File: config.mk
export PLATFORM = sky130hd
export DESIGN_NAME = scan_tap
export DESIGN_NICKNAME = d
export VERILOG_FILES = /design/src/rtl/scan_tap_pkg.sv /design/src/rtl/scan_tap.sv
export SDC_FILE = /design/constraint.sdc
export NUM_CORES = 1
export LEC_CHECK = 0
export BUFFER_PORTS_ARGS = -buffer_cell sky130_fd_sc_hd__buf_2
export CORE_MARGIN = 1
export CORE_UTILIZATION = 50
export CTS_CLUSTER_SIZE = 28
export DETAILED_ROUTE_END_ITERATION = 12
export GPL_TIMING_DRIVEN = 0
export PLACE_DENSITY_LB_ADDON = 0.2
export SYNTH_ARGS = -nofsm -noshare
export SYNTH_HDL_FRONTEND = slang
export SYNTH_SLANG_ARGS = --single-unit
export TNS_END_PERCENT = 10
File: constraint.sdc
create_clock -name sys_clk -period 2.1 [get_ports sys_clk]
set_input_delay 0.105 -clock sys_clk [delete_from_list [all_inputs] [get_ports sys_clk]]
set_output_delay 0.105 -clock sys_clk [all_outputs]
set_load 0.1 [all_outputs]
File: src/rtl/scan_tap_pkg.sv
// Purpose: Constants and types for the boundary-scan test access port.
// Assumes: One system clock samples the test pins; no software registers.
// Notes: Identification fields other than bit 0 are arbitrary values.
// Notes on behaviour
// EXTEST captures I/O ring into boundary register
// IDCODE loads ID, selects ID register
// SAMPLE Z captures ring, forces outputs high-Z
// SAMPLE/PRELOAD captures ring, memory unaffected
// BYPASS selects one-bit bypass register
// Controller never loads reserved codes (the code loads any shifted code at Update-IR, reserved ones included)
// ID register 32 bits, bit 0 one
// ID bits 31:29 hold revision
// Depth, type and width codes are constants
// ID bits 11:1 hold manufacturer code
// Boundary register is 89 cells long
// Instruction register three bits wide
// IDCODE current after reset and test-logic-reset
// Cell 89 enables outputs under EXTEST, presets high
// Standard sixteen-state controller on test clock rises
package scan_tap_pkg;
  // ****************************************
  // Widths and instruction codes
  // ****************************************
  localparam int IR_W = 3;
  localparam int ID_W = 32;
  localparam int BSR_W = 89;
  localparam logic [IR_W-1:0] INS_EXTEST = 3'h0;
  localparam logic [IR_W-1:0] INS_IDCODE = 3'h1;
  localparam logic [IR_W-1:0] INS_SAMPLE_Z = 3'h2;
  localparam logic [IR_W-1:0] INS_SAMPLE_PRELOAD = 3'h4;
  localparam logic [IR_W-1:0] INS_BYPASS = 3'h7;
  // Capture pattern of the instruction register (low bits 01)
  localparam logic [IR_W-1:0] IR_CAPTURE = 3'h1;
  // ****************************************
  // Identification fields (values arbitrary)
  // ****************************************
  localparam logic [2:0] ID_REVISION = 3'h0;
  localparam logic [4:0] ID_DEPTH = 5'h03;
  localparam logic [5:0] ID_TYPE = 6'h02;
  localparam logic [5:0] ID_WIDTH = 6'h05;
  localparam logic [10:0] ID_MAKER = 11'h055;
  localparam logic ID_PRESENT = 1'h1;
  // Index of the output-bus enable cell
  localparam int OE_CELL = BSR_W - 1;
  // ****************************************
  // Controller states and pin bundle
  // ****************************************
  typedef enum logic [3:0] {
    TLR, RTI, SEL_DR, CAP_DR, SHF_DR, EX1_DR, PAU_DR, EX2_DR, UPD_DR,
    SEL_IR, CAP_IR, SHF_IR, EX1_IR, PAU_IR, EX2_IR, UPD_IR
  } tap_state_t;
  typedef struct packed {
    logic tck;
    logic tms;
    logic tdi;
  } tap_pins_t;
endpackage

File: src/rtl/scan_tap.sv
// Purpose: Boundary-scan TAP with instruction, bypass, ID and boundary registers.
// Assumes: Test clock slower than sys_clk/4; sampled via two flip-flops.
// Notes: Test data out changes on the falling test-clock edge.
`timescale 1ns/1ps
module scan_tap (
  input wire logic sys_clk,
  input wire logic rst,
  input wire scan_tap_pkg::tap_pins_t pins, // Test clock, mode select, data in
  input wire logic [scan_tap_pkg::BSR_W-1:0] ring_in, // Live I/O ring levels
  output logic tdo, // Serial data out
  output logic tdo_oe, // High while shifting
  output logic [scan_tap_pkg::BSR_W-1:0] ring_out, // Preloaded cell outputs
  output logic extest_active, // Cells drive pins
  output logic out_bus_en, // Memory output drivers enabled
  output logic [scan_tap_pkg::IR_W-1:0] cur_ins // Current instruction
);
  // ****************************************
  // Pin synchronisers
  // ****************************************
  scan_tap_pkg::tap_pins_t pins_m; // First stage, read only by stage two
  scan_tap_pkg::tap_pins_t pins_s; // Second stage
  logic tck_d; // Previous synchronised test clock
  logic [scan_tap_pkg::BSR_W-1:0] ring_m; // Ring first stage, read only by stage two
  logic [scan_tap_pkg::BSR_W-1:0] ring_s; // Ring second stage, what capture sees
  // Two flip-flops per pin; the ring levels move with the memory's own clock
  always_ff @(posedge sys_clk) begin
    pins_m <= pins;
    pins_s <= pins_m;
    tck_d <= pins_s.tck;
    ring_m <= ring_in;
    ring_s <= ring_m;
  end
  wire tck_rise = pins_s.tck & ~tck_d;
  wire tck_fall = ~pins_s.tck & tck_d;

  // ****************************************
  // Controller state machine
  // ****************************************
  scan_tap_pkg::tap_state_t state; // Present controller state
  scan_tap_pkg::tap_state_t next_state; // Successor for sampled mode select
  // Standard sixteen-state transitions
  always_comb begin
    case (state)
      scan_tap_pkg::TLR: next_state = pins_s.tms ? scan_tap_pkg::TLR : scan_tap_pkg::RTI;
      scan_tap_pkg::RTI: next_state = pins_s.tms ? scan_tap_pkg::SEL_DR : scan_tap_pkg::RTI;
      scan_tap_pkg::SEL_DR: next_state = pins_s.tms ? scan_tap_pkg::SEL_IR : scan_tap_pkg::CAP_DR;
      scan_tap_pkg::CAP_DR: next_state = pins_s.tms ? scan_tap_pkg::EX1_DR : scan_tap_pkg::SHF_DR;
      scan_tap_pkg::SHF_DR: next_state = pins_s.tms ? scan_tap_pkg::EX1_DR : scan_tap_pkg::SHF_DR;
      scan_tap_pkg::EX1_DR: next_state = pins_s.tms ? scan_tap_pkg::UPD_DR : scan_tap_pkg::PAU_DR;
      scan_tap_pkg::PAU_DR: next_state = pins_s.tms ? scan_tap_pkg::EX2_DR : scan_tap_pkg::PAU_DR;
      scan_tap_pkg::EX2_DR: next_state = pins_s.tms ? scan_tap_pkg::UPD_DR : scan_tap_pkg::SHF_DR;
      scan_tap_pkg::UPD_DR: next_state = pins_s.tms ? scan_tap_pkg::SEL_DR : scan_tap_pkg::RTI;
      scan_tap_pkg::SEL_IR: next_state = pins_s.tms ? scan_tap_pkg::TLR : scan_tap_pkg::CAP_IR;
      scan_tap_pkg::CAP_IR: next_state = pins_s.tms ? scan_tap_pkg::EX1_IR : scan_tap_pkg::SHF_IR;
      scan_tap_pkg::SHF_IR: next_state = pins_s.tms ? scan_tap_pkg::EX1_IR : scan_tap_pkg::SHF_IR;
      scan_tap_pkg::EX1_IR: next_state = pins_s.tms ? scan_tap_pkg::UPD_IR : scan_tap_pkg::PAU_IR;
      scan_tap_pkg::PAU_IR: next_state = pins_s.tms ? scan_tap_pkg::EX2_IR : scan_tap_pkg::PAU_IR;
      scan_tap_pkg::EX2_IR: next_state = pins_s.tms ? scan_tap_pkg::UPD_IR : scan_tap_pkg::SHF_IR;
      scan_tap_pkg::UPD_IR: next_state = pins_s.tms ? scan_tap_pkg::SEL_DR : scan_tap_pkg::RTI;
      default: next_state = scan_tap_pkg::TLR;
    endcase
  end
  // Advance on each test clock rise
  always_ff @(posedge sys_clk) begin
    if (rst) begin
      state <= scan_tap_pkg::TLR;
    end else if (tck_rise) begin
      state <= next_state;
    end
  end

  // ****************************************
  // Decoding
  // ****************************************
  wire in_tlr = (state == scan_tap_pkg::TLR);
  wire sel_bsr = (cur_ins == scan_tap_pkg::INS_EXTEST) |
                 (cur_ins == scan_tap_pkg::INS_SAMPLE_Z) |
                 (cur_ins == scan_tap_pkg::INS_SAMPLE_PRELOAD); // see R1 see R3
  wire sel_id = (cur_ins == scan_tap_pkg::INS_IDCODE);
  wire shift_dr = tck_rise & (state == scan_tap_pkg::SHF_DR);
  wire cap_dr = tck_rise & (state == scan_tap_pkg::CAP_DR);
  wire upd_dr = tck_rise & (state == scan_tap_pkg::UPD_DR);
  wire shift_ir = tck_rise & (state == scan_tap_pkg::SHF_IR);
  // Fixed identification word (see R7 see R8 see R9 see R10)
  wire [scan_tap_pkg::ID_W-1:0] id_word = {scan_tap_pkg::ID_REVISION, scan_tap_pkg::ID_DEPTH,
    scan_tap_pkg::ID_TYPE, scan_tap_pkg::ID_WIDTH, scan_tap_pkg::ID_MAKER,
    scan_tap_pkg::ID_PRESENT};

  // ****************************************
  // Instruction register
  // ****************************************
  logic [scan_tap_pkg::IR_W-1:0] ir_shift; // Three-bit shift stage
  // Capture, shift, update; reset makes IDCODE current
  always_ff @(posedge sys_clk) begin
    if (rst || (tck_rise && in_tlr)) begin
      ir_shift <= scan_tap_pkg::IR_CAPTURE;
      cur_ins <= scan_tap_pkg::INS_IDCODE;
    end else if (tck_rise && state == scan_tap_pkg::CAP_IR) begin
      ir_shift <= scan_tap_pkg::IR_CAPTURE;
    end else if (shift_ir) begin
      ir_shift <= {pins_s.tdi, ir_shift[scan_tap_pkg::IR_W-1:1]};
    end else if (tck_rise && state == scan_tap_pkg::UPD_IR) begin
      cur_ins <= ir_shift; // Any shifted code is loaded, reserved ones included
    end
  end

  // ****************************************
  // Data registers
  // ****************************************
  logic bypass; // One-bit bypass register
  logic [scan_tap_pkg::ID_W-1:0] id_shift; // Identification shift stage
  logic [scan_tap_pkg::BSR_W-1:0] bsr; // Boundary shift stage
  // Capture and shift of the data registers
  always_ff @(posedge sys_clk) begin
    if (rst) begin
      bypass <= 1'h0;
      id_shift <= '0;
      bsr <= '0;
    end else if (cap_dr) begin
      bypass <= 1'h0;
      id_shift <= id_word;
      if (sel_bsr) begin
        bsr <= ring_s; // see R1 see R3
      end
    end else if (shift_dr) begin
      bypass <= pins_s.tdi;
      id_shift <= {pins_s.tdi, id_shift[scan_tap_pkg::ID_W-1:1]};
      if (sel_bsr) begin
        bsr <= {pins_s.tdi, bsr[scan_tap_pkg::BSR_W-1:1]};
      end
    end
  end
  // Update stage; output-enable cell presets high
  always_ff @(posedge sys_clk) begin
    if (rst || (tck_rise && in_tlr)) begin
      ring_out <= '0;
      ring_out[scan_tap_pkg::OE_CELL] <= 1'h1;
    end else if (upd_dr && sel_bsr) begin
      ring_out <= bsr;
    end
  end

  // ****************************************
  // Serial output and pin control
  // ****************************************
  wire dr_bit = sel_bsr ? bsr[0] : (sel_id ? id_shift[0] : bypass);
  wire shifting = (state == scan_tap_pkg::SHF_DR) | (state == scan_tap_pkg::SHF_IR);
  // Drive data on the falling test clock edge
  always_ff @(posedge sys_clk) begin
    if (rst) begin
      tdo <= 1'h0;
      tdo_oe <= 1'h0;
    end else if (tck_fall) begin
      tdo <= (state == scan_tap_pkg::SHF_IR) ? ir_shift[0] : dr_bit;
      tdo_oe <= shifting;
    end
  end
  assign extest_active = (cur_ins == scan_tap_pkg::INS_EXTEST);
  // High-Z under SAMPLE Z, cell-controlled under EXTEST (see R3 see R14)
  assign out_bus_en = (cur_ins == scan_tap_pkg::INS_SAMPLE_Z) ? 1'h0 :
                      (extest_active ? ring_out[scan_tap_pkg::OE_CELL] : 1'h1);

  // ****************************************
  // Checks
  // ****************************************
  property p_reset_id;
    @(posedge sys_clk) $rose(rst) |=> (cur_ins == scan_tap_pkg::INS_IDCODE);
  endproperty
  a_reset_id: assert property (p_reset_id) else $error("IDCODE not current after reset");
  property p_tlr_id;
    @(posedge sys_clk) disable iff (rst) (tck_rise && in_tlr) |=> sel_id;
  endproperty
  a_tlr_id: assert property (p_tlr_id) else $error("IDCODE not set in reset state");
  property p_samplez_hiz;
    @(posedge sys_clk) disable iff (rst)
      (cur_ins == scan_tap_pkg::INS_SAMPLE_Z) |-> !out_bus_en;
  endproperty
  a_samplez_hiz: assert property (p_samplez_hiz) else $error("Outputs not high-Z");
  property p_preload_bus;
    @(posedge sys_clk) disable iff (rst)
      (cur_ins == scan_tap_pkg::INS_SAMPLE_PRELOAD || cur_ins == scan_tap_pkg::INS_BYPASS
       || sel_id) |-> out_bus_en;
  endproperty
  a_preload_bus: assert property (p_preload_bus) else $error("Memory output disturbed");
  property p_capture_ring;
    @(posedge sys_clk) disable iff (rst) (cap_dr && sel_bsr) |=> (bsr == $past(ring_s));
  endproperty
  a_capture_ring: assert property (p_capture_ring) else $error("Ring not captured");
  property p_id_capture;
    @(posedge sys_clk) disable iff (rst) cap_dr |=> (id_shift[0] == 1'h1) &&
      (id_shift[31:29] == scan_tap_pkg::ID_REVISION);
  endproperty
  a_id_capture: assert property (p_id_capture) else $error("ID word wrong");
  property p_bypass_shift;
    @(posedge sys_clk) disable iff (rst) shift_dr |=> (bypass == $past(pins_s.tdi));
  endproperty
  a_bypass_shift: assert property (p_bypass_shift) else $error("Bypass not shifting");
  property p_extest_cell;
    @(posedge sys_clk) disable iff (rst)
      extest_active |-> (out_bus_en == ring_out[scan_tap_pkg::OE_CELL]);
  endproperty
  a_extest_cell: assert property (p_extest_cell) else $error("Enable cell ignored");
  property p_tlr_stays;
    @(posedge sys_clk) disable iff (rst) (tck_rise && in_tlr && pins_s.tms) |=> in_tlr;
  endproperty
  a_tlr_stays: assert property (p_tlr_stays) else $error("Left reset state on high TMS");
  // Update-IR makes the shifted code current
  property p_ir_update;
    @(posedge sys_clk) disable iff (rst)
      (tck_rise && state == scan_tap_pkg::UPD_IR) |=> (cur_ins == $past(ir_shift));
  endproperty
  a_ir_update: assert property (p_ir_update) else $error("Instruction not updated");
  // Test-logic-reset presets the output-bus enable cell
  property p_tlr_preset;
    @(posedge sys_clk) disable iff (rst) (tck_rise && in_tlr) |=> ring_out[scan_tap_pkg::OE_CELL];
  endproperty
  a_tlr_preset: assert property (p_tlr_preset) else $error("Enable cell not preset");
  // Update-DR latches the boundary shift stage into the cell outputs
  property p_ring_update;
    @(posedge sys_clk) disable iff (rst) (upd_dr && sel_bsr) |=> (ring_out == $past(bsr));
  endproperty
  a_ring_update: assert property (p_ring_update) else $error("Preload not latched");
  // Output enable follows the shift states at each test clock fall
  property p_oe_track;
    @(posedge sys_clk) disable iff (rst) tck_fall |=> (tdo_oe == $past(shifting));
  endproperty
  a_oe_track: assert property (p_oe_track) else $error("Data out enable wrong");
  // Serial data enters the boundary register at its far end
  property p_bsr_shift;
    @(posedge sys_clk) disable iff (rst)
      (shift_dr && sel_bsr) |=> (bsr[scan_tap_pkg::BSR_W-1] == $past(pins_s.tdi));
  endproperty
  a_bsr_shift: assert property (p_bsr_shift) else $error("Boundary not shifting");
endmodule

== Yosys cells after proc, flatten, opt, wreduce, memory -nomap -nowiden ==
Cells that the tools add are included.
Widths: inputs -> output; s select.
Storage, ports and cells
  bits in registers: 408
  input port bits: 94
  logic and storage cells: 91
Cells by class
  bitwise logic cells: 13
  eq/ne operators: 20
  muxes and demuxes: 24
  reductions and logical operators: 15
Operator list (count)
  $mux 89: 4
  $mux 26: 2
  $pmux 4 s12: 1
  $eq 4x4->1 const B: 8
  $eq 4x3->1 const B: 4
  $mux 4: 4
  $eq 4x2->1 const B: 2
  $mux 1: 8
  $reduce_or 2->1: 4
  $and 1x1->1: 6
  $mux 2: 3
  $mux 3: 2
  $reduce_and 3->1: 2
  $eq 4x1->1 const B: 1
  $logic_and 1x1->1: 4
  $logic_not 4->1: 1
  $ne 2x2->1 const B: 2
  $not 1->1: 4
  $eq 3x1->1 const B: 1
  $eq 3x2->1 const B: 1
  $eq 3x3->1 const B: 1
  $logic_not 3->1: 1
  $or 1x1->1: 3
  $reduce_or 3->1: 1
  other kinds (2): 2

== Depth between registers and ports, before layout ==
Gate-level depths: netlist of the first run.
  depth in word-level cells: 6
  depth in mapped cells: 7
  mapped depth without buffers: 4

== Least setup slack after synthesis of the first run ==
OpenSTA, ideal clock, no wires.
  kind: flip-flop to output port
  start: reg ring_out[88] in the netlist's numbering
  end: out out_bus_en
  setup slack: -1.216 ns
  buffers on the path: 0
  data arrival time: 3.211 ns
  stages on the path, launching flop included: 3
  path through: dfxtp_1 -> inv_1 -> o21ai_0
On the way
  longest elaborated chain between the ends: 2
RTL lines
  from (decl): line scan_tap.sv:12  | output logic [scan_tap_pkg::BSR_W-1:0] ring_out,
  from (signal assigned): line scan_tap.sv:139  | ring_out <= bsr;
  $mux 1: line scan_tap.sv:161  | (extest_active ? ring_out[scan_tap_pkg::OE_CELL] : 1'h1);
  $mux 1: line scan_tap.sv:160  | assign out_bus_en = (cur_ins == scan_tap_pkg::INS_SAMPLE_Z) ? 1'h0 :
  to (decl): line scan_tap.sv:14  | output logic out_bus_en,
Every way passes these cells.

== Worst setup path after layout of the first run ==
  start: reg state[2]
  end: reg ring_out[31] in the netlist's numbering
On the way
  longest elaborated chain between the ends: 3
  elaborated cells on any way between the ends: 6
RTL lines
  from (decl): line scan_tap.sv:39  | scan_tap_pkg::tap_state_t state;
  from (signal assigned): line scan_tap.sv:66  | state <= scan_tap_pkg::TLR;
  from (signal assigned): line scan_tap.sv:68  | state <= next_state;
  $eq 4x4->1 or $logic_not 4->1 (tied branches): line scan_tap.sv:82, scan_tap.sv:75
  $and 1x1->1 or $logic_and 1x1->1 (tied branches): line scan_tap.sv:82, scan_tap.sv:135
  $logic_and 1x1->1 or $logic_or 1x1->1 (tied branches): line scan_tap.sv:138, scan_tap.sv:135
Parallel ways exist; a longest one is shown, timed or not.
A chain may end at the register's enable or synchronous reset.

==> results of run 1 <==
-- flip-flops by register name, summed over array words and instances (netlist names) --
register,flops
bsr,89
pins_s,3
ring_m,89
tdo,1
cur_ins,3
ring_out,89
tdo_oe,1
bypass,1
pins_m,3
state,4
tck_d,1
ring_s,89
id_shift,31
ir_shift,3
-- synth_stat cells, types with 5 or more instances --
library cell,instances,share of area (%)
a211oi_1,97,5.8
a21oi_1,121,4.8
a31oi_1,9,0.45
buf_1,5,0.15
buf_2,22,0.88
clkbuf_1,59,1.8
dfxtp_1,407,65
inv_1,6,0.18
mux2i_1,91,7.3
nand2_1,239,7.2
nor2_1,104,3.1
o21ai_0,8,0.32
-- power by group through the flow --
| stage | sequential (W) | clock, W | combinational [W] |
|---|---|---|---|
| finish | 0.00797 | 0.00765 | 0.000440 |
| CTS | 0.00797 | 0.00777 | 0.000426 |
| global placement | 0.00814 | 0 | 0.000287 |
| global route | 0.00798 | 0.00811 | 0.000477 |
| floorplan | 0.00813 | 0 | 0.000133 |
| detailed placement | 0.00814 | 0 | 0.000291 |
-- worst max-delay path: cells and delay by family (launching register included) --
family | cells | cell delay [ns]
simple gates | 1 | 0.34
buf+inv | 3 | 1.00
flops | 1 | 0.29
compound gates | 2 | 0.33
-- area by class of cell --
class | count | area [µm²]
multi-input combinational | 715 | 4140
timing repair buffer | 285 | 1920
buffer | 87 | 552
inverter | 6 | 22.5
tap | 324 | 405
clock buffer | 61 | 1210
clock inverter | 13 | 234
sequential | 407 | 8160
fill | 1869 | 7820
-- layer usage --
layer | up-vias | GRT usage [%] | routed length, µm
met5 | - | 0 | 0
met4 | 0 | 8.31 | 821
met3 | 56 | 4.60 | 1460
met2 | 236 | 38.0 | 14400
met1 | 4465 | 28.8 | 13000
li1 | 4784 | - | -
-- per-stage QoR --
step / hold slack [ns] / setup slack, ns / TNS [ns] / util, %
after global routing: 0.200 / -0.156 / -2.70 / 68.0
final: 0.204 / -0.0226 / -0.0263 / 68.0
after floorplan: 0.133 / 0.0261 / 0 / -
after CTS: 0.187 / -0.0488 / -0.801 / 66.9
after detailed placement: 0.209 / -0.501 / -68.33 / 56.8
after global placement: 0.207 / -0.473 / -63.45 / 56.8
-- worst paths after layout --
path	from	endpoint	slack [ns]
setup / recovery	state[2]	ring_out[31]	-0.02
hold / removal	ring_in[34]	ring_m[34]	0.20
setup reg to reg	state[2]	ring_out[31]	-0.02
hold reg to reg	ring_m[1]	ring_s[1]	0.32
-- logic make-up after synthesis --
kind of cell    synth area share [%]
mux                             7.27
compound gates                  12.5
flops                           65.0
simple gates                    11.9
buf+inv                         3.16
xor+xnor                       0.140
-- repair_timing --
action | CTS | global route
gates cloned | 0 | 1
buffers inserted | 4 | 0
endpoints found under the hold margin | 92 | 0
pin swaps | 2 | 17
hold buffers | 92 | 0
resized for setup | 37 | 98
endpoints found under the setup margin | 198 | 205
==> flow_summary_export.csv, run 1 <==
group,metric,value,unit
routing,ant_nets,0,
setup_path,crit_fanout,10,
timing,setup_violations,3,
timing,fin_crit_sh,101,%
die,dieArea,0.0257,mm²
routing,drt_iter0_markers,437,
pwr,power.leakage,6.99,nW
global_routing,antenna_found_initial,0,
clock_tree,cts_tree,"built",
cells_and_area,final_cells,1898,
global_routing,grt_overflow_total,0,
pwr,p_switching,0.00319,W
clock_tree,cts_sinks,407,
timing,hold_viol,0,
pwr,p_sw_share,19.8,%
place,dp_hpwl,18.6,mm
logic_synthesis,yosys_warnings,0,
logic_synthesis,synth_seq_cells,407,
logic_synthesis,synth_nets,1311,
timing,maxSlewViolCount,0,
timing,rsz0062_at_grt,"true",
global_routing,grt_pass1_wl,46.9,mm
cells_and_area,area_delta_synth_final,32.8,%
setup_path,path_class,"register to register",
setup_path,critPathArrivalTime,2.50,ns
routing,routed_wl,29.7,mm
setup_path,r2r_cells,6,
timing,max_freq,471,MHz
logic_synthesis,ys_seq_area_share,65.0,%
timing,relSlewSlack,50.3,%
pwr,power.density,965,mW/mm²
routing,drc_errors,0,
setup_path,crit_required,2.48,ns
routing,vias,9541,
cells_and_area,drive_above_1_share,22.5,%
die,rows,57,
cells_and_area,fin_nets,1636,
logic_synthesis,synth_edf_count,0,
pwr,power,0.0161,W
pwr,power.internal,0.0129,W
timing,finalWorstSetupSlack,-0.0226,ns
cells_and_area,insertedDiodeCount,0,
logic_synthesis,synth_async_sr_flop_share,0,%
run_status,status,"finished, violations left",
routing,wl_per_cell,15.6,µm
worst_hold_path,holdPathStages,2,
clock_tree,cts_buffers,40,
timing,worstMarginPinSlew,0.746,ns
logic_synthesis,synth_cells,1217,
die,start_util,51.2,%
place,place_congestion,0.837,
die,die_w,160,µm
setup_path,cp_slowest_cell,"clkbuf_1",
pwr,ir_worst_vdd,0.749,mV
cells_and_area,final_area,0.0166,mm²
setup_path,crit_path_cell_trace,"clkbuf_4 -> nor2_1 -> a31o_2 -> clkbuf_2 -> clkbuf_1 -> a21oi_1",
setup_path,crit_path_end_kind,"register",
clock_tree,clk_latency,0.53,ns
pwr,seq_power_share,49.6,%
logic_synthesis,synth_ff_type,"dfxtp_1",
clock_tree,clkTransAtPathRegs,0.06,ns
die,core,0.0245,mm²
worst_hold_path,hold_class,"primary input to register",
timing,fin_skew,0.00816,ns
logic_synthesis,synthesis.area,0.0125,mm²
place,dp_cells,1729,
cells_and_area,most-common-layout-cells,"dfxtp_1, nand2_1, buf_2, a21oi_1, nor2_1",
routing,firstDrtPassIters,5,
cells_and_area,final_common_cell,"dfxtp_1",
routing,avgViaCountPerCell,5.03,
place,placed_cell_area,0.0139,mm²
logic_synthesis,yosysUniqueCellTypes,40,
clock_tree,ctsLongestPathBuffers,3,
pwr,p_comb_share,2.7,%
clock_tree,root_buffer,"clkbuf_16",
run_status,violations,"negative setup slack",
die,die_h,160,µm
logic_synthesis,syn-mean-instance-area,10.3,µm²
global_routing,grt_pass1_vias,9360,
place,io_buffers,188,
global_routing,grt.total_usage,22.6,%
setup_path,critPathMaxStageDelay,0.47,ns
job,cap_violations,0,
die,ios,190,
global_routing,grt_max_degree,15,
clock_tree,htree_levels,2,
timing,period_needed,2.12,ns
setup_path,start_kind,"register",
pwr,p_clk_share,47.6,%
(Power assumes the default switching activity.)
==> run 2, diff against run 1 <==
--- a/config.mk
+++ b/config.mk
@@ -5,11 +5,11 @@
 export SDC_FILE = /design/constraint.sdc
 export NUM_CORES = 1
 export LEC_CHECK = 0
-export BUFFER_PORTS_ARGS = -buffer_cell sky130_fd_sc_hd__buf_2
 export CORE_MARGIN = 1
-export CORE_UTILIZATION = 50
+export CORE_UTILIZATION = 56
 export CTS_CLUSTER_SIZE = 28
 export DETAILED_ROUTE_END_ITERATION = 12
+export DONT_BUFFER_PORTS = 1
 export GPL_TIMING_DRIVEN = 0
 export PLACE_DENSITY_LB_ADDON = 0.2
 export SYNTH_ARGS = -nofsm -noshare
==> run 2 against run 1 <==
The run now ends clean. Combinational power shrank 24%. Worst hold slack lost 0.076 ns. Wire length shrank 2.6%. Worst setup slack gained 0.040 ns. Clock skew grew 0.0025 ns. Sequential share of layout area grew 3.4 points. Core utilization grew 3.1 points. First-iteration DRC count grew 5.0%. Critical path depth grew 2. Largest power group unchanged.
==> flow_summary_export.csv, run 2 (same netlist as run 1, synthesis figures left out) <==
group,metric,value,unit
timing,max_freq,480,MHz
worst_hold_path,holdPathStages,1,
timing,setup_violations,0,
pwr,ir_worst_vdd,0.995,mV
die,dieArea,0.0230,mm²
place,pre_cts_ws,-0.884,ns
pwr,power.density,1010,mW/mm²
setup_path,start_kind,"register",
setup_path,crit_fanout,8,
cells_and_area,most-common-layout-cells,"dfxtp_1, nand2_1, a21oi_1, nor2_1, dlygate4sd3_1",
routing,ant_nets,0,
setup_path,critPathArrivalTime,2.52,ns
clock_tree,clk_latency,0.52,ns
setup_path,path_class,"register to register",
clock_tree,ctsLongestPathBuffers,3,
job,cap_violations,0,
setup_path,crit_path_end_kind,"register",
setup_path,crit_required,2.53,ns
setup_path,crit_path_cell_trace,"buf_6 -> or3b_4 -> a2111oi_4 -> buf_6 -> buf_12 -> clkbuf_16 -> nor2_1 -> a211oi_1",
global_routing,grt_pass1_vias,8819,
routing,drc_errors,0,
timing,hold_viol,0,
timing,fin_skew,0.0106,ns
pwr,power,0.0158,W
timing,relSlewSlack,28.8,%
cells_and_area,final_common_cell,"dfxtp_1",
routing,firstDrtPassIters,5,
clock_tree,clkTransAtPathRegs,0.06,ns
timing,maxSlewViolCount,0,
timing,rsz0062_at_grt,"true",
routing,routed_wl,28.9,mm
clock_tree,cts_buffers,40,
pwr,power.leakage,6.09,nW
setup_path,critPathMaxStageDelay,0.44,ns
timing,fin_crit_sh,99.2,%
routing,avgViaCountPerCell,5.37,
die,start_util,57.2,%
run_status,status,"completed",
setup_path,cp_common_cell,"buf_6",
global_routing,grt_overflow_total,0,
routing,drt_iter0_markers,459,
die,core,0.0219,mm²
die,ios,190,
setup_path,r2r_cells,8,
cells_and_area,drive_above_1_share,11.4,%
global_routing,grt.total_usage,24.8,%
setup_path,cp_slowest_cell,"a2111oi_4",
global_routing,grt_max_degree,15,
global_routing,grt_pass1_wl,44.7,mm
clock_tree,htree_levels,2,
routing,vias,8947,
cells_and_area,fin_nets,1449,
timing,worstMarginPinSlew,1.07,ns
clock_tree,cts_tree,"built",
place,place_congestion,0.811,
place,io_buffers,0,
die,die_h,152,µm
worst_hold_path,hold_class,"primary input to register",
place,dp_hpwl,17.9,mm
routing,wl_per_cell,17.3,µm
timing,finalWorstSetupSlack,0.0172,ns
clock_tree,cts_sinks,407,
die,die_w,152,µm
clock_tree,root_buffer,"clkbuf_16",
global_routing,antenna_found_initial,2,
timing,period_needed,2.08,ns
die,rows,54,
cells_and_area,area_delta_synth_final,24.4,%
==> run 2: cell types whose count changed in the layout (fill, tap and decap cells not counted), sizes merged <==
cell / previous run / this run
bufinv: 6 / 5
buf: 213 / 39
clkinvlp: 3 / 0
clkinv: 4 / 10
clkbuf: 128 / 110
diode: 0 / 2
==> run 2: worst max-delay path, delay by kind of cell (launching register included) <==
kind            cells  cell delay (ns)
buf+inv             4             0.62
simple gates        2             0.44
flops               1             0.34
compound gates      2             0.61
==> run 2: worst paths after layout <==
path	startpoint	endpoint	slack, ns
setup / recovery	state[2]	bsr[69]	0.02
hold / removal	ring_in[13]	ring_m[13]	0.13
setup reg to reg	state[2]	bsr[69]	0.02
hold reg to reg	ring_m[41]	ring_s[41]	0.32
==> run 2: timing repair <==
| item | in CTS | in global routing |
|---|---|---|
| resized for setup | 52 | 68 |
| pin swaps | 3 | 12 |
| setup endpoints to repair | 200 | 196 |
| buffers inserted | 2 | 4 |
| hold buffers | 92 | 0 |
| endpoints found under the hold margin | 92 | 0 |
| gates cloned | 0 | 2 |
==> run 2: power breakdown <==
group | internal [W] | total [W] | leakage [nW] | switching, W
Sequential | 0.00791 | 0.00799 | 3.35 | 0.0000789
Combinational | 0.000160 | 0.000334 | 2.05 | 0.000174
Clock | 0.00453 | 0.00744 | 0.689 | 0.00291
Total | 0.0126 | 0.0158 | 6.09 | 0.00316
==> run 2: area by class of cell <==
cell class	instances	area, µm²
Multi-Input combinational cell	715	4090
Buffer	85	538
Tap cell	280	350
Antenna cell	2	5.00
Fill cell	1579	6310
Inverter	6	22.5
Sequential cell	407	8160
Clock buffer	56	1170
Clock inverter	15	219
Timing Repair Buffer	100	1020
==> run 2: metrics by stage <==
stage	instance area (µm²)	util [%]	hold WS, ns	cells	TNS [ns]
finish	15600	71.2	0.128	1666	0
global route	15600	71.2	0.106	1666	-0.570
CTS	15300	70.0	0.104	1659	-0.863
detailed placement	12900	59.0	0.133	1497	-90.34
global placement	12900	58.9	0.133	1497	-77.17
floorplan	12500	-	0.133	1217	0
==> run 2: per-layer routing <==
layer	wire [µm]	global-route usage [%]
met5	0	0
met4	853	10.0
met3	1830	5.87
met2	13700	41.1
met1	12500	31.0
==> run 3, diff against run 2 <==
--- a/config.mk
+++ b/config.mk
@@ -6,7 +6,7 @@
 export NUM_CORES = 1
 export LEC_CHECK = 0
 export CORE_MARGIN = 1
-export CORE_UTILIZATION = 56
+export CORE_UTILIZATION = 60
 export CTS_CLUSTER_SIZE = 28
 export DETAILED_ROUTE_END_ITERATION = 12
 export DONT_BUFFER_PORTS = 1
==> constraint.sdc (replaced) <==
create_clock -name sys_clk -period 2.2 [get_ports sys_clk]
set_input_delay 0.11 -clock sys_clk [delete_from_list [all_inputs] [get_ports sys_clk]]
set_output_delay 0.11 -clock sys_clk [all_outputs]
set_load 0.1 [all_outputs]
==> run 3 against run 2 <==
The flow now finishes with violations (negative setup slack). Flip-flop and latch count stayed put. Worst hold slack worse by 0.0015 ns. Clock skew is 0.0063 ns higher. Critical path type unchanged. Largest cell class unchanged.
==> flow_summary_export.csv, run 3 (same netlist as run 1, synthesis figures left out) <==
group,metric,value,unit
global_routing,grt_overflow_total,0,
pwr,seq_power_share,53.3,%
place,place_congestion,0.840,
cells_and_area,drive_above_1_share,9.79,%
clock_tree,htree_levels,2,
cells_and_area,fin_util,74.7,%
setup_path,critPathArrivalTime,2.66,ns
setup_path,timing.rr.end,"ring_out[14]",
pwr,power,0.0143,W
die,core,0.0204,mm²
clock_tree,cts_sinks,407,
cells_and_area,most-common-layout-cells,"dfxtp_1, nand2_1, a21oi_1, nor2_1, a211oi_1",
cells_and_area,n_fill_cell,1379,
setup_path,reg2reg_from,"cur_ins[2]",
timing,finalWorstSetupSlack,-0.0144,ns
worst_hold_path,hold_class,"primary input to register",
run_status,status,"finished, violations left",
global_routing,grt_pass1_wl,45.8,mm
setup_path,crit_buf_inv,2,
cells_and_area,fin_nets,1444,
timing,setup_violations,2,
cells_and_area,final_cells,1650,
pwr,power.internal,0.0114,W
job,cap_violations,0,
cells_and_area,final_area,0.0152,mm²
global_routing,grt_max_degree,15,
timing,period_needed,2.21,ns
setup_path,r2r_setup_slack,-0.01,ns
setup_path,cp_slowest_cell,"and4_2",
timing,fin_crit_sh,101,%
setup_path,start_kind,"register",
routing,vias,8918,
timing,hold_viol,0,
pwr,p_clk_share,44.5,%
place,placed_cell_area,0.0129,mm²
setup_path,r2r_cells,6,
die,die_w,147,µm
clock_tree,root_buffer,"clkbuf_16",
global_routing,grt_pass1_vias,8922,
routing,avgViaCountPerCell,5.40,
setup_path,crit_path_cell_trace,"clkbuf_2 -> a21oi_1 -> and4_2 -> clkbuf_1 -> nand2_1 -> a21oi_1",
pwr,p_switching,0.00290,W
global_routing,antenna_found_initial,1,
timing,maxSlewViolCount,0,
place,pre_cts_ws,-0.838,ns
routing,wl_per_cell,17.3,µm
pwr,power.leakage,5.94,nW
worst_hold_path,holdPathStages,1,
cells_and_area,regArea,0.00816,mm²
setup_path,cpLargestDelayFamily,"buffers and inverters",
die,ios,190,
cells_and_area,final_common_cell,"dfxtp_1",
place,dp_hpwl,17.7,mm
die,dieArea,0.0215,mm²
timing,fin_skew,0.0170,ns
routing,firstDrtPassIters,5,
timing,rsz0062_at_grt,"true",
routing,routed_wl,28.5,mm
worst_hold_path,hold_path.startpoint,"ring_in[63]",
clock_tree,cts_buffers,38,
place,dp_cells,1487,
setup_path,crit_path_end_kind,"register",
timing,max_freq,452,MHz
setup_path,path_class,"register to register",
die,rows,52,
die,die_h,147,µm
timing,relSlewSlack,29.0,%
run_status,violations,"negative setup slack",
setup_path,cp_common_cell,"a21oi_1",
setup_path,crit_required,2.64,ns
routing,drt_iter0_markers,416,
cells_and_area,multi_input_area,0.00404,mm²
pwr,p_sw_share,20.3,%
global_routing,grt.total_usage,26.6,%
pwr,p_comb_share,2.2,%
setup_path,critPathMaxStageDelay,0.51,ns
routing,drc_errors,0,
die,start_util,61.5,%
place,io_buffers,0,
setup_path,crit_fanout,10,
clock_tree,clkTransAtPathRegs,0.06,ns
clock_tree,ctsLongestPathBuffers,3,
pwr,power.density,941,mW/mm²
timing,worstMarginPinSlew,1.06,ns
clock_tree,cts_tree,"built",
routing,ant_nets,0,
worst_hold_path,holdPathEnd,"ring_m[63]",
cells_and_area,area_delta_synth_final,21.3,%
clock_tree,clk_latency,0.53,ns
pwr,ir_worst_vdd,0.796,mV
-- run 3: cell types whose count changed in the layout (fill, tap and decap cells not counted), sizes merged --
cell    previous run  this run
buf               39        26
bufinv             5         1
inv                6         8
clkinv            10         4
diode              2         1
clkbuf           110       126
-- run 3: final cells by class --
type                    instances  share of cell area [%]
multi-input cells             715                    26.6
well taps                     270                    2.22
flip-flops and latches        407                    53.7
plain buffers                  86                    3.00
clock buffers                  62                    7.57
clock inverters                 7                   0.518
repair buffers                 96                    6.28
diodes                          1                  0.0165
inverters                       6                   0.148
-- run 3: worst max path at each step --
stage / start / end / slack (ns) / depth (start not counted)
2_1_floorplan: cur_ins[2] / ring_out[81] / 0.09 / 7
3_3_place_gp: cur_ins[2] / ring_out[72] / -0.71 / 7
3_5_place_dp: cur_ins[0] / ring_out[72] / -0.84 / 7
4_1_cts: state[2] / bsr[73] / -0.01 / 8
5_1_grt: cur_ins[2] / ring_out[14] / -0.08 / 6
6_report: cur_ins[2] / ring_out[14] / -0.01 / 6
-- run 3: metrics by stage --
stage	hold slack, ns	TNS, ns
after floorplan	0.138	0
after global placement	0.138	-66.77
after detailed placement	0.138	-80.24
after CTS	0.111	-0.00953
after global routing	0.118	-0.731
final	0.127	-0.0190
-- run 3: per-layer routing --
layer,GRT usage [%],share of wire (%)
met2,43.9,48
met3,6.44,6.4
met1,33.5,43
met5,0,0
met4,11.1,3.3
-- run 3: power groups by stage --
stage,logic [W],clock network [W],registers [W]
after floorplan,0.000127,0,0.00777
after global placement,0.000178,0,0.00779
after detailed placement,0.000179,0,0.00779
after CTS,0.000311,0.00644,0.00763
after global routing,0.000346,0.00680,0.00763
final,0.000321,0.00637,0.00763
-- run 3: timing repair --
item,4_1_cts,5_1_grt
cloned,0,0
hold buffers,92,0
hold endpoints to repair,92,0
setup buffers,4,0
resized for setup,31,47
pin swaps,2,1
setup endpoints to repair,201,175
-- run 3: worst reg2reg max path: cells and delay by family, from the launching register on --
family	cells	cell delay [ns]
flops	1	0.45
simple gates	2	0.64
buf+inv	2	0.63
compound gates	2	0.43
